File: config.mk
export PLATFORM = sky130hd
export DESIGN_NAME = stcm_top
export DESIGN_NICKNAME = d
export VERILOG_FILES = /design/src/include/stcm_pkg.sv /design/src/include/stcm_tick_if.sv /design/src/rtl/stcm_tick_counter.sv /design/src/rtl/stcm_top.sv
export SDC_FILE = /design/constraint.sdc
export NUM_CORES = 1
export LEC_CHECK = 0
export BUFFER_PORTS_ARGS = -buffer_cell sky130_fd_sc_hd__buf_2
export CORE_MARGIN = 3
export CORE_UTILIZATION = 58
export CTS_CLUSTER_SIZE = 12
export DETAILED_ROUTE_END_ITERATION = 16
export HOLD_SLACK_MARGIN = 0.02
export PLACE_DENSITY_LB_ADDON = 0.1
export SLEW_MARGIN = 0
export SYNTH_ARGS = -nofsm -noshare
export SYNTH_HDL_FRONTEND = slang
export SYNTH_HIERARCHICAL = 1
export SYNTH_SLANG_ARGS = --single-unit
File: constraint.sdc
create_clock -name clk -period 4.55 [get_ports clk]
set_input_delay 0.455 -clock clk [delete_from_list [all_inputs] [get_ports clk]]
set_output_delay 0.455 -clock clk [all_outputs]
set_load 0.05 [all_outputs]
File: src/include/stcm_pkg.sv
// Package with the register map, field layout and widths of the tick block.
// ==========================================================================
// Functional notes
// - A mask bit of one leaves that bit out of the time match.
// - Mask low holds mask bits 31..0, R/W, reset 0, capture mode only; the code accepts writes to it in any mode.
// - Mask high register holds mask bit 32 at bit 0; bits 31..1 read 0.
// - With tick enable and capture mode set and count X, a tick comes every X+1 cycles.
// - The tick counter counts only while tick enable and capture mode are both set.
// - Any write to the tick count register clears the tick counter.
// - At the terminal count the flag sets and the counter returns to 0.
// - Tick terminal count is a 32-bit R/W field, reset 0.
// - Match of unmasked bits with match enable and capture mode set sets the match flag.
package stcm_pkg;
  localparam int          STCM_AW          = 4;
  localparam int          STCM_TW          = 33;
  localparam int          STCM_CW          = 32;
  localparam logic [3:0]  STCM_OFS_MSKL    = 4'h0;
  localparam logic [3:0]  STCM_OFS_MSKM    = 4'h4;
  localparam logic [3:0]  STCM_OFS_TICKS   = 4'h8;
  localparam logic [3:0]  STCM_OFS_CTRL    = 4'hC;
  localparam int          STCM_CTRL_TICK_EN  = 0;
  localparam int          STCM_CTRL_MATCH_EN = 1;
  localparam int          STCM_CTRL_CAPT   = 2;
  localparam int          STCM_ST_TICK     = 8;
  localparam int          STCM_ST_MATCH    = 9;
  localparam logic [31:0] STCM_RST_WORD    = 32'h0000_0000;
endpackage : stcm_pkg

File: src/include/stcm_tick_if.sv
// Interface between the register top and the tick counter.
// ==========================================================================
`timescale 1ns/1ns
interface stcm_tick_if;
  logic        run;
  logic        clr;
  logic [31:0] terminal;
  logic        tick;
  logic [31:0] count;
  modport ctl (output run, output clr, output terminal,
               input tick, input count);
  modport cnt (input run, input clr, input terminal,
               output tick, output count);
endinterface : stcm_tick_if

File: src/rtl/stcm_tick_counter.sv
// Free tick counter that pulses at its terminal count.
// ==========================================================================
`timescale 1ns/1ns
module stcm_tick_counter (
  input  wire logic clk,
  input  wire logic nrst,
  stcm_tick_if.cnt  tk
);
  import stcm_pkg::*;

  logic [31:0] cnt_r;
  logic [31:0] cnt_nxt;
  logic        tick_r;
  logic        tick_nxt;

  // ==========================================================================
  // Counter
  always_comb begin
    cnt_nxt  = cnt_r;
    tick_nxt = 1'b0;
    if (tk.clr) begin
      cnt_nxt = '0;
    end else if (tk.run) begin
      if (cnt_r == tk.terminal) begin
        cnt_nxt  = '0;
        tick_nxt = 1'b1;
      end else begin
        cnt_nxt = cnt_r + 32'h0000_0001;
      end
    end
  end

  always_ff @(posedge clk) begin
    if (!nrst) begin
      cnt_r  <= STCM_RST_WORD;
      tick_r <= 1'b0;
    end else begin
      cnt_r  <= cnt_nxt;
      tick_r <= tick_nxt;
    end
  end

  assign tk.tick  = tick_r;
  assign tk.count = cnt_r;
endmodule : stcm_tick_counter

File: src/rtl/stcm_top.sv
// Compare mask and tick interval registers with match and tick flags.
// ==========================================================================
`timescale 1ns/1ns
module stcm_top (
  input  wire logic                           clk,
  input  wire logic                           nrst,
  input  wire logic [stcm_pkg::STCM_AW-1:0]   addr,
  input  wire logic [31:0]                    wdata,
  input  wire logic                           wr,
  input  wire logic                           rd,
  output logic      [31:0]                    rdata,
  input  wire logic [stcm_pkg::STCM_TW-1:0]   system_time_counter,
  input  wire logic [stcm_pkg::STCM_TW-1:0]   absolute_time_compare,
  output logic                                time_match_flag,
  output logic                                tick_flag
);
  import stcm_pkg::*;

  stcm_tick_if tk ();

  logic [31:0] mskl_r, mskl_nxt;
  logic        mskm_r, mskm_nxt;
  logic [31:0] term_r, term_nxt;
  logic [2:0]  ctrl_r, ctrl_nxt;
  logic        tflag_r, tflag_nxt;
  logic        mflag_r, mflag_nxt;
  logic [31:0] rdata_r, rdata_nxt;
  logic        match_r, match_nxt;
  logic [STCM_TW-1:0] mask;
  logic        hit;
  logic        wr_ctrl;

  // ==========================================================================
  // Compare
  assign mask = {mskm_r, mskl_r};
  // Match on every bit whose mask bit is zero; capture mode only.
  assign hit = ((system_time_counter ^ absolute_time_compare) & ~mask)
               == '0;
  assign match_nxt = hit && ctrl_r[STCM_CTRL_CAPT];
  assign wr_ctrl   = wr && addr == STCM_OFS_CTRL;

  // ==========================================================================
  // Registers
  always_comb begin
    mskl_nxt  = mskl_r;
    mskm_nxt  = mskm_r;
    term_nxt  = term_r;
    ctrl_nxt  = ctrl_r;
    tflag_nxt = tflag_r;
    mflag_nxt = mflag_r;
    rdata_nxt = STCM_RST_WORD;
    if (wr) begin
      case (addr)
        STCM_OFS_MSKL:  mskl_nxt = wdata;
        STCM_OFS_MSKM:  mskm_nxt = wdata[0];
        STCM_OFS_TICKS: term_nxt = wdata;
        STCM_OFS_CTRL: begin
          ctrl_nxt = wdata[2:0];
          if (wdata[STCM_ST_TICK]) tflag_nxt = 1'b0;
          if (wdata[STCM_ST_MATCH]) mflag_nxt = 1'b0;
        end
        default: ;
      endcase
    end
    // Hardware set wins over a software clear in the same cycle.
    if (tk.tick) tflag_nxt = 1'b1;
    if (match_r && ctrl_r[STCM_CTRL_MATCH_EN]) mflag_nxt = 1'b1;
    if (rd) begin
      case (addr)
        STCM_OFS_MSKL:  rdata_nxt = mskl_r;
        STCM_OFS_MSKM:  rdata_nxt = {31'h0000_0000, mskm_r};
        STCM_OFS_TICKS: rdata_nxt = term_r;
        STCM_OFS_CTRL: begin
          rdata_nxt[2:0]           = ctrl_r;
          rdata_nxt[STCM_ST_TICK]  = tflag_r;
          rdata_nxt[STCM_ST_MATCH] = mflag_r;
        end
        default: rdata_nxt = STCM_RST_WORD;
      endcase
    end
  end

  always_ff @(posedge clk) begin
    if (!nrst) begin
      mskl_r  <= STCM_RST_WORD;
      mskm_r  <= 1'b0;
      term_r  <= STCM_RST_WORD;
      ctrl_r  <= 3'h0;
      tflag_r <= 1'b0;
      mflag_r <= 1'b0;
      rdata_r <= STCM_RST_WORD;
      match_r <= 1'b0;
    end else begin
      mskl_r  <= mskl_nxt;
      mskm_r  <= mskm_nxt;
      term_r  <= term_nxt;
      ctrl_r  <= ctrl_nxt;
      tflag_r <= tflag_nxt;
      mflag_r <= mflag_nxt;
      rdata_r <= rdata_nxt;
      match_r <= match_nxt;
    end
  end

  // ==========================================================================
  // Tick counter
  assign tk.run      = ctrl_r[STCM_CTRL_TICK_EN] && ctrl_r[STCM_CTRL_CAPT];
  assign tk.clr      = wr && addr == STCM_OFS_TICKS;
  assign tk.terminal = term_r;

  stcm_tick_counter stcm_tick_counter_i (
    .clk  (clk),
    .nrst (nrst),
    .tk   (tk)
  );

  assign rdata           = rdata_r;
  assign tick_flag       = tflag_r;
  assign time_match_flag = mflag_r;
endmodule : stcm_top

* Yosys cells after proc, flatten, opt, wreduce, memory -nomap -nowiden *
Cells that the tools add are included.

word-level totals
  register bits = 136
  bits of input ports = 106
  output and inout port bits = 34
  word-level logic and storage cells = 55

cells by class
  add/subtract/negate cells = 1
  equality and inequality tests = 4
  mux-type cells = 14
  bitwise operators = 5
  reduce and logical (&&, ||, !) cells = 21

operator list
  cell                                                 count
  one-hot mux 22 bit (2 select lines)                  1
  bitwise AND 33 bit                                   1
  logical NOT 33 bit                                   1
  inverter 33 bit                                      1
  bitwise XOR 33 bit                                   1
  adder 32 x 1 -> 32 bit, second input constant        1
  equality test 32 bit                                 1
  2-to-1 mux 32 bit                                    1
  one-hot mux 3 bit (4 select lines)                   1
  nonzero test 2 bit                                   6
  one-hot mux 5 bit (2 select lines)                   1
  AND reduction 2 bit                                  5
  2-to-1 mux 1 bit                                     9
  equality test 4 bit, second input constant           2
  one-hot mux 2 bit (3 select lines)                   1
  AND reduction 3 bit                                  2
  equality test 4 x 3 -> 1 bit, second input constant  1
  logical AND 1 bit                                    4
  logical NOT 4 bit                                    1
  OR reduction 3 bit                                   1
  inverter 1 bit                                       2
  OR reduction 2 bit                                   1

* Depth between registers and ports, before layout *
  depth after elaboration = 4
  mapped depth = 9
  gate-level depth less buffers = 6

* Hierarchy *
The synthesis kept the hierarchy.

by module, submodules not included
  module             instances  cells an instance  area an instance (um^2)  sequential area each (um^2)
  stcm_top           1          483                4212.8                   2062.0
  stcm_tick_counter  1          222                1894.3                   660.6

* Worst setup path before layout *
OpenSTA, ideal clock, no wires.

  kind = input to register
  start point = in addr[2] (netlist bit)
  end point = reg stcm_tick_counter_i.cnt_r[10] (netlist: stcm_tick_counter_i/tk.count[10])
  arrival time = 1893 ps
  path slack = 2539 ps
  cell stages on the path = 9
  cell sequence = buf_2 -> nor4b_4 -> nand2_2 -> inv_2 -> buf_4 -> nor2b_1 -> o31ai_2 -> buf_2 -> nor2_1

between the ends
  word-level cells in the longest chain between the ends = 3

RTL lines
  item                                 line                     source
  start: declaration                   stcm_top.sv:7            input wire logic [stcm_pkg::STCM_AW-1:0] addr,
  equality test 4 bit                  stcm_top.sv:108          assign tk.clr = wr && addr == STCM_OFS_TICKS;
  logical AND 1 bit                    stcm_top.sv:108
  via tk.clr                           stcm_tick_if.sv:6        logic clr;
  OR reduction 2 bit (no source line)  n/a
  end signal: assignment               stcm_tick_counter.sv:38  cnt_r <= cnt_nxt;
  end: declaration                     stcm_tick_counter.sv:11  logic [31:0] cnt_r;

The timed path passes the listed nets, and every way through them passes these cells.
A chain may end at the register's enable or synchronous reset.

* Worst setup path in the final report *
  start point = in addr[3] (netlist bit)
  end point = reg stcm_tick_counter_i.cnt_r[20] (netlist: stcm_tick_counter_i/tk.count[20])

between the ends
  word-level cells in the longest chain between the ends = 3

RTL lines
  item                                 line
  equality test 4 bit                  stcm_top.sv:108
  logical AND 1 bit                    stcm_top.sv:108
  OR reduction 2 bit (no source line)  n/a

Every way passes these cells.

==> impl_metrics.env <==
export IMPL_status="completed"
export IMPL_gp_congestion=0.896
export IMPL_rsz0062_at_grt="false"
export IMPL_antenna_cells=0
export IMPL_drv_cap=0
export IMPL_post_cts_resized=0
export IMPL_internal_power_uw=2120
export IMPL_power_density_mw_per_mm2=368
export IMPL_p_leak_uw=0.00296
export IMPL_post_route_drc_count=0
export IMPL_cp_start_kind="input port"
export IMPL_dieArea_sq_mm=0.0118
export IMPL_ys_seq_area_share_pct=44.6
export IMPL_setup_viol=0
export IMPL_synth_edf_count=0
export IMPL_syn_num_nets=812
export IMPL_yosys_warnings=6
export IMPL_die_x_um=109
export IMPL_vias=5462
export IMPL_viasPerCell=5.58
export IMPL_avgRoutedWirePerCell_um=17.5
export IMPL_crit_family="buffers and inverters"
export IMPL_grt_overflow_total=0
export IMPL_grt_pass1_wl_mm=26.8
export IMPL_holdCritPathClass="input port to flop"
export IMPL_drt_initial_drc_count=361
export IMPL_cp_slowest_stage_delay_ns=0.64
export IMPL_tightest_slew_ns=1.03
export IMPL_period_minus_slack_ns=2.86
export IMPL_grt_max_degree=68
export IMPL_postCtsHoldBufs=0
export IMPL_relSlewSlack_pct=31.4
export IMPL_critPathSlowestCell="inv_2"
export IMPL_cts_made_buffers=17
export IMPL_synth_ff_type="dfxtp_1"
export IMPL_p_clk_share_pct=49.6
export IMPL_firstDrtPassIters=5
export IMPL_cp_common_cell="buf_4"
export IMPL_syn_area_sq_mm=0.00611
export IMPL_worstSetupPathType="input port to flop"
export IMPL_seqCellArea_sq_mm=0.00272
export IMPL_cts_htree_levels=4
export IMPL_netlist_instances=705
export IMPL_area_delta_synth_final_pct=21.8
export IMPL_clk_path_buf_depth=2
export IMPL_die_height_um=109
export IMPL_core_area_sq_mm=0.0100
export IMPL_vdd_ir_drop_worst_mv=0.267
export IMPL_comb_power_share_pct=6.3
export IMPL_fmax_ghz=0.350
export IMPL_synth_seq_cells=136
export IMPL_mostFrequentLayoutCells="143 x nand2_1, 139 x buf_2, 136 x dfxtp_1"
export IMPL_fin_crit_sh_pct=62.9
export IMPL_mostFrequentLayoutCell="nand2_1"
export IMPL_switching_power_uw=613
export IMPL_critPathCaptureType="flop"
export IMPL_avgSynthCellArea_sq_um=8.66
export IMPL_dp_worst_setup_slack_ns=1.17
export IMPL_root_buffer="clkbuf_8"
export IMPL_worst_path_buf_inv=4
export IMPL_setup_ws_ns=1.69
export IMPL_required_ns=4.97
export IMPL_num_rows=36
export IMPL_grtUsageTotal_pct=29.7
export IMPL_cp_arrival_ns=3.28
export IMPL_finClkSkew_ns=0.00919
export IMPL_slew_viol_final=0
export IMPL_fin_setup_tns_ns=0
export IMPL_swShare_pct=22.4
export IMPL_worstPathMaxFanout=33
export IMPL_path_clk_slew_ns=0.06
export IMPL_crit_chain="buf_2, nor4b_4, buf_4, nand2_2, inv_2, nor2b_1, o31ai_2, buf_4, nor2_1"
export IMPL_synthArstFlopShare_pct=0
export IMPL_drt_wl_total_mm=17.1
export IMPL_ios=140
export IMPL_sequentialPowerShare_pct=44.1
export IMPL_antenna_found_initial=0
export IMPL_port_buffers=139
export IMPL_multi_input_area_sq_mm=0.00319
export IMPL_nets=939
export IMPL_grt_pass1_vias=5399
export IMPL_post_cts_buffers=0
export IMPL_fill_cells=772
export IMPL_hold_viol=0
export IMPL_layout_drive_gt1_share_pct=22.7
export IMPL_dp_hpwl_mm=12.5
export IMPL_postRouteAntennaNets=0
export IMPL_clock_latency_ns=0.54
export IMPL_initial_core_util_pct=61.1
export IMPL_synthDistinctLibCells=45
export IMPL_clkSinkCount=136
export IMPL_cts_tree="done"
[worst register-to-register path, cell delays in order (launching register included)]
cell and delay [ns]:
dfxtp_1 0.40, and2_1 0.36, nand2_1 0.08, or4_1 0.54, o31ai_2 0.81, buf_4 0.38
nor2_1 0.09
[cells by family after synthesis]
family | share of synthesized area, %
AND/OR/NAND/NOR | 22.6
flip-flops | 44.6
AO/OA/AOI/OAI | 14.5
XOR/XNOR | 12.8
buffers and inverters | 3.22
multiplexers | 2.09
adder cells (fa/ha/maj) | 0.205
[synthesized netlist by cell type (all sizes together), types with 4 or more instances]
cell type,n,area share [%]
a22oi,32,3.9
nand2b,6,0.61
mux2i,6,0.98
dfxtp,136,45
nand2,145,9.1
nor2,76,4.7
a21boi,64,7.9
nand3,11,0.90
mux2,4,0.74
o22ai,16,1.6
nand4,11,1.2
nor4,16,1.6
clkbuf,22,1.4
inv,7,0.43
xor2,32,4.6
and4,6,0.86
buf,16,1.4
nor3,9,0.74
and2,4,0.41
nor2b,9,0.92
xnor2,57,8.2
[per-stage QoR]
step                instances  hold WS, ns  utilization (%)  area [sq um]  power (uW)
global placement          946        0.460             68.6          6860        1400
CTS                       978        0.150             74.4          7440        2750
floorplan                 705        0.434                -          6110        1320
global route              978        0.163             74.4          7440        2810
finish                    978        0.168             74.4          7440        2740
detailed placement        946        0.479             68.6          6860        1400
[power groups by stage]
stage          sequential (uW)  clock [uW]  combinational, uW
2_1_floorplan             1230           0               91.5
3_3_place_gp              1230           0                167
3_5_place_dp              1230           0                171
4_1_cts                   1210        1370                172
5_1_grt                   1210        1420                186
6_report                  1210        1360                172
[state kept, by name (all words and copies together) (netlist names)]
signal and count:
term_r 32, stcm_tick_counter_i/tk.count 32, mskl_r 32, mskm_r 1, tick_flag 1, ctrl_r 3
time_match_flag 1, stcm_tick_counter_i/tk.tick 1, rdata 32, match_r 1
[final timing paths]
check                         start                                            end  slack [ns]  depth (start not counted)
max                         addr[3]  stcm_tick_counter_i/tk.count[20]$_SDFFE_PP0P_        1.69                          9
min                        wdata[5]                         term_r[5]$_SDFFE_PN0P_        0.17                          3
max reg2reg  ctrl_r[2]$_SDFFE_PN0P_  stcm_tick_counter_i/tk.count[20]$_SDFFE_PP0P_        1.77                          6
min reg2reg  mskl_r[4]$_SDFFE_PN0P_                         mskl_r[4]$_SDFFE_PN0P_        0.48                          2
[layer usage]
metal / wire, um / global-route usage [%] / part of all wire (%) / vias to the layer above
met5: 0 / 0 / 0 / -
met4: 353 / 11.8 / 2.1 / 0
met3: 940 / 6.57 / 5.5 / 26
met2: 8650 / 51.2 / 51 / 172
met1: 7140 / 36.1 / 42 / 2621
li1: - / - / - / 2643
[area by class of cell]
class                           instances  share of cell area, %
Tap cell                              133                   2.24
Multi-Input combinational cell        524                   42.9
Sequential cell                       136                   36.6
Clock inverter                         14                   2.09
Timing Repair Buffer                  146                   10.1
Inverter                                7                  0.353
Clock buffer                           18                   5.75
(Power assumes the default switching activity.)
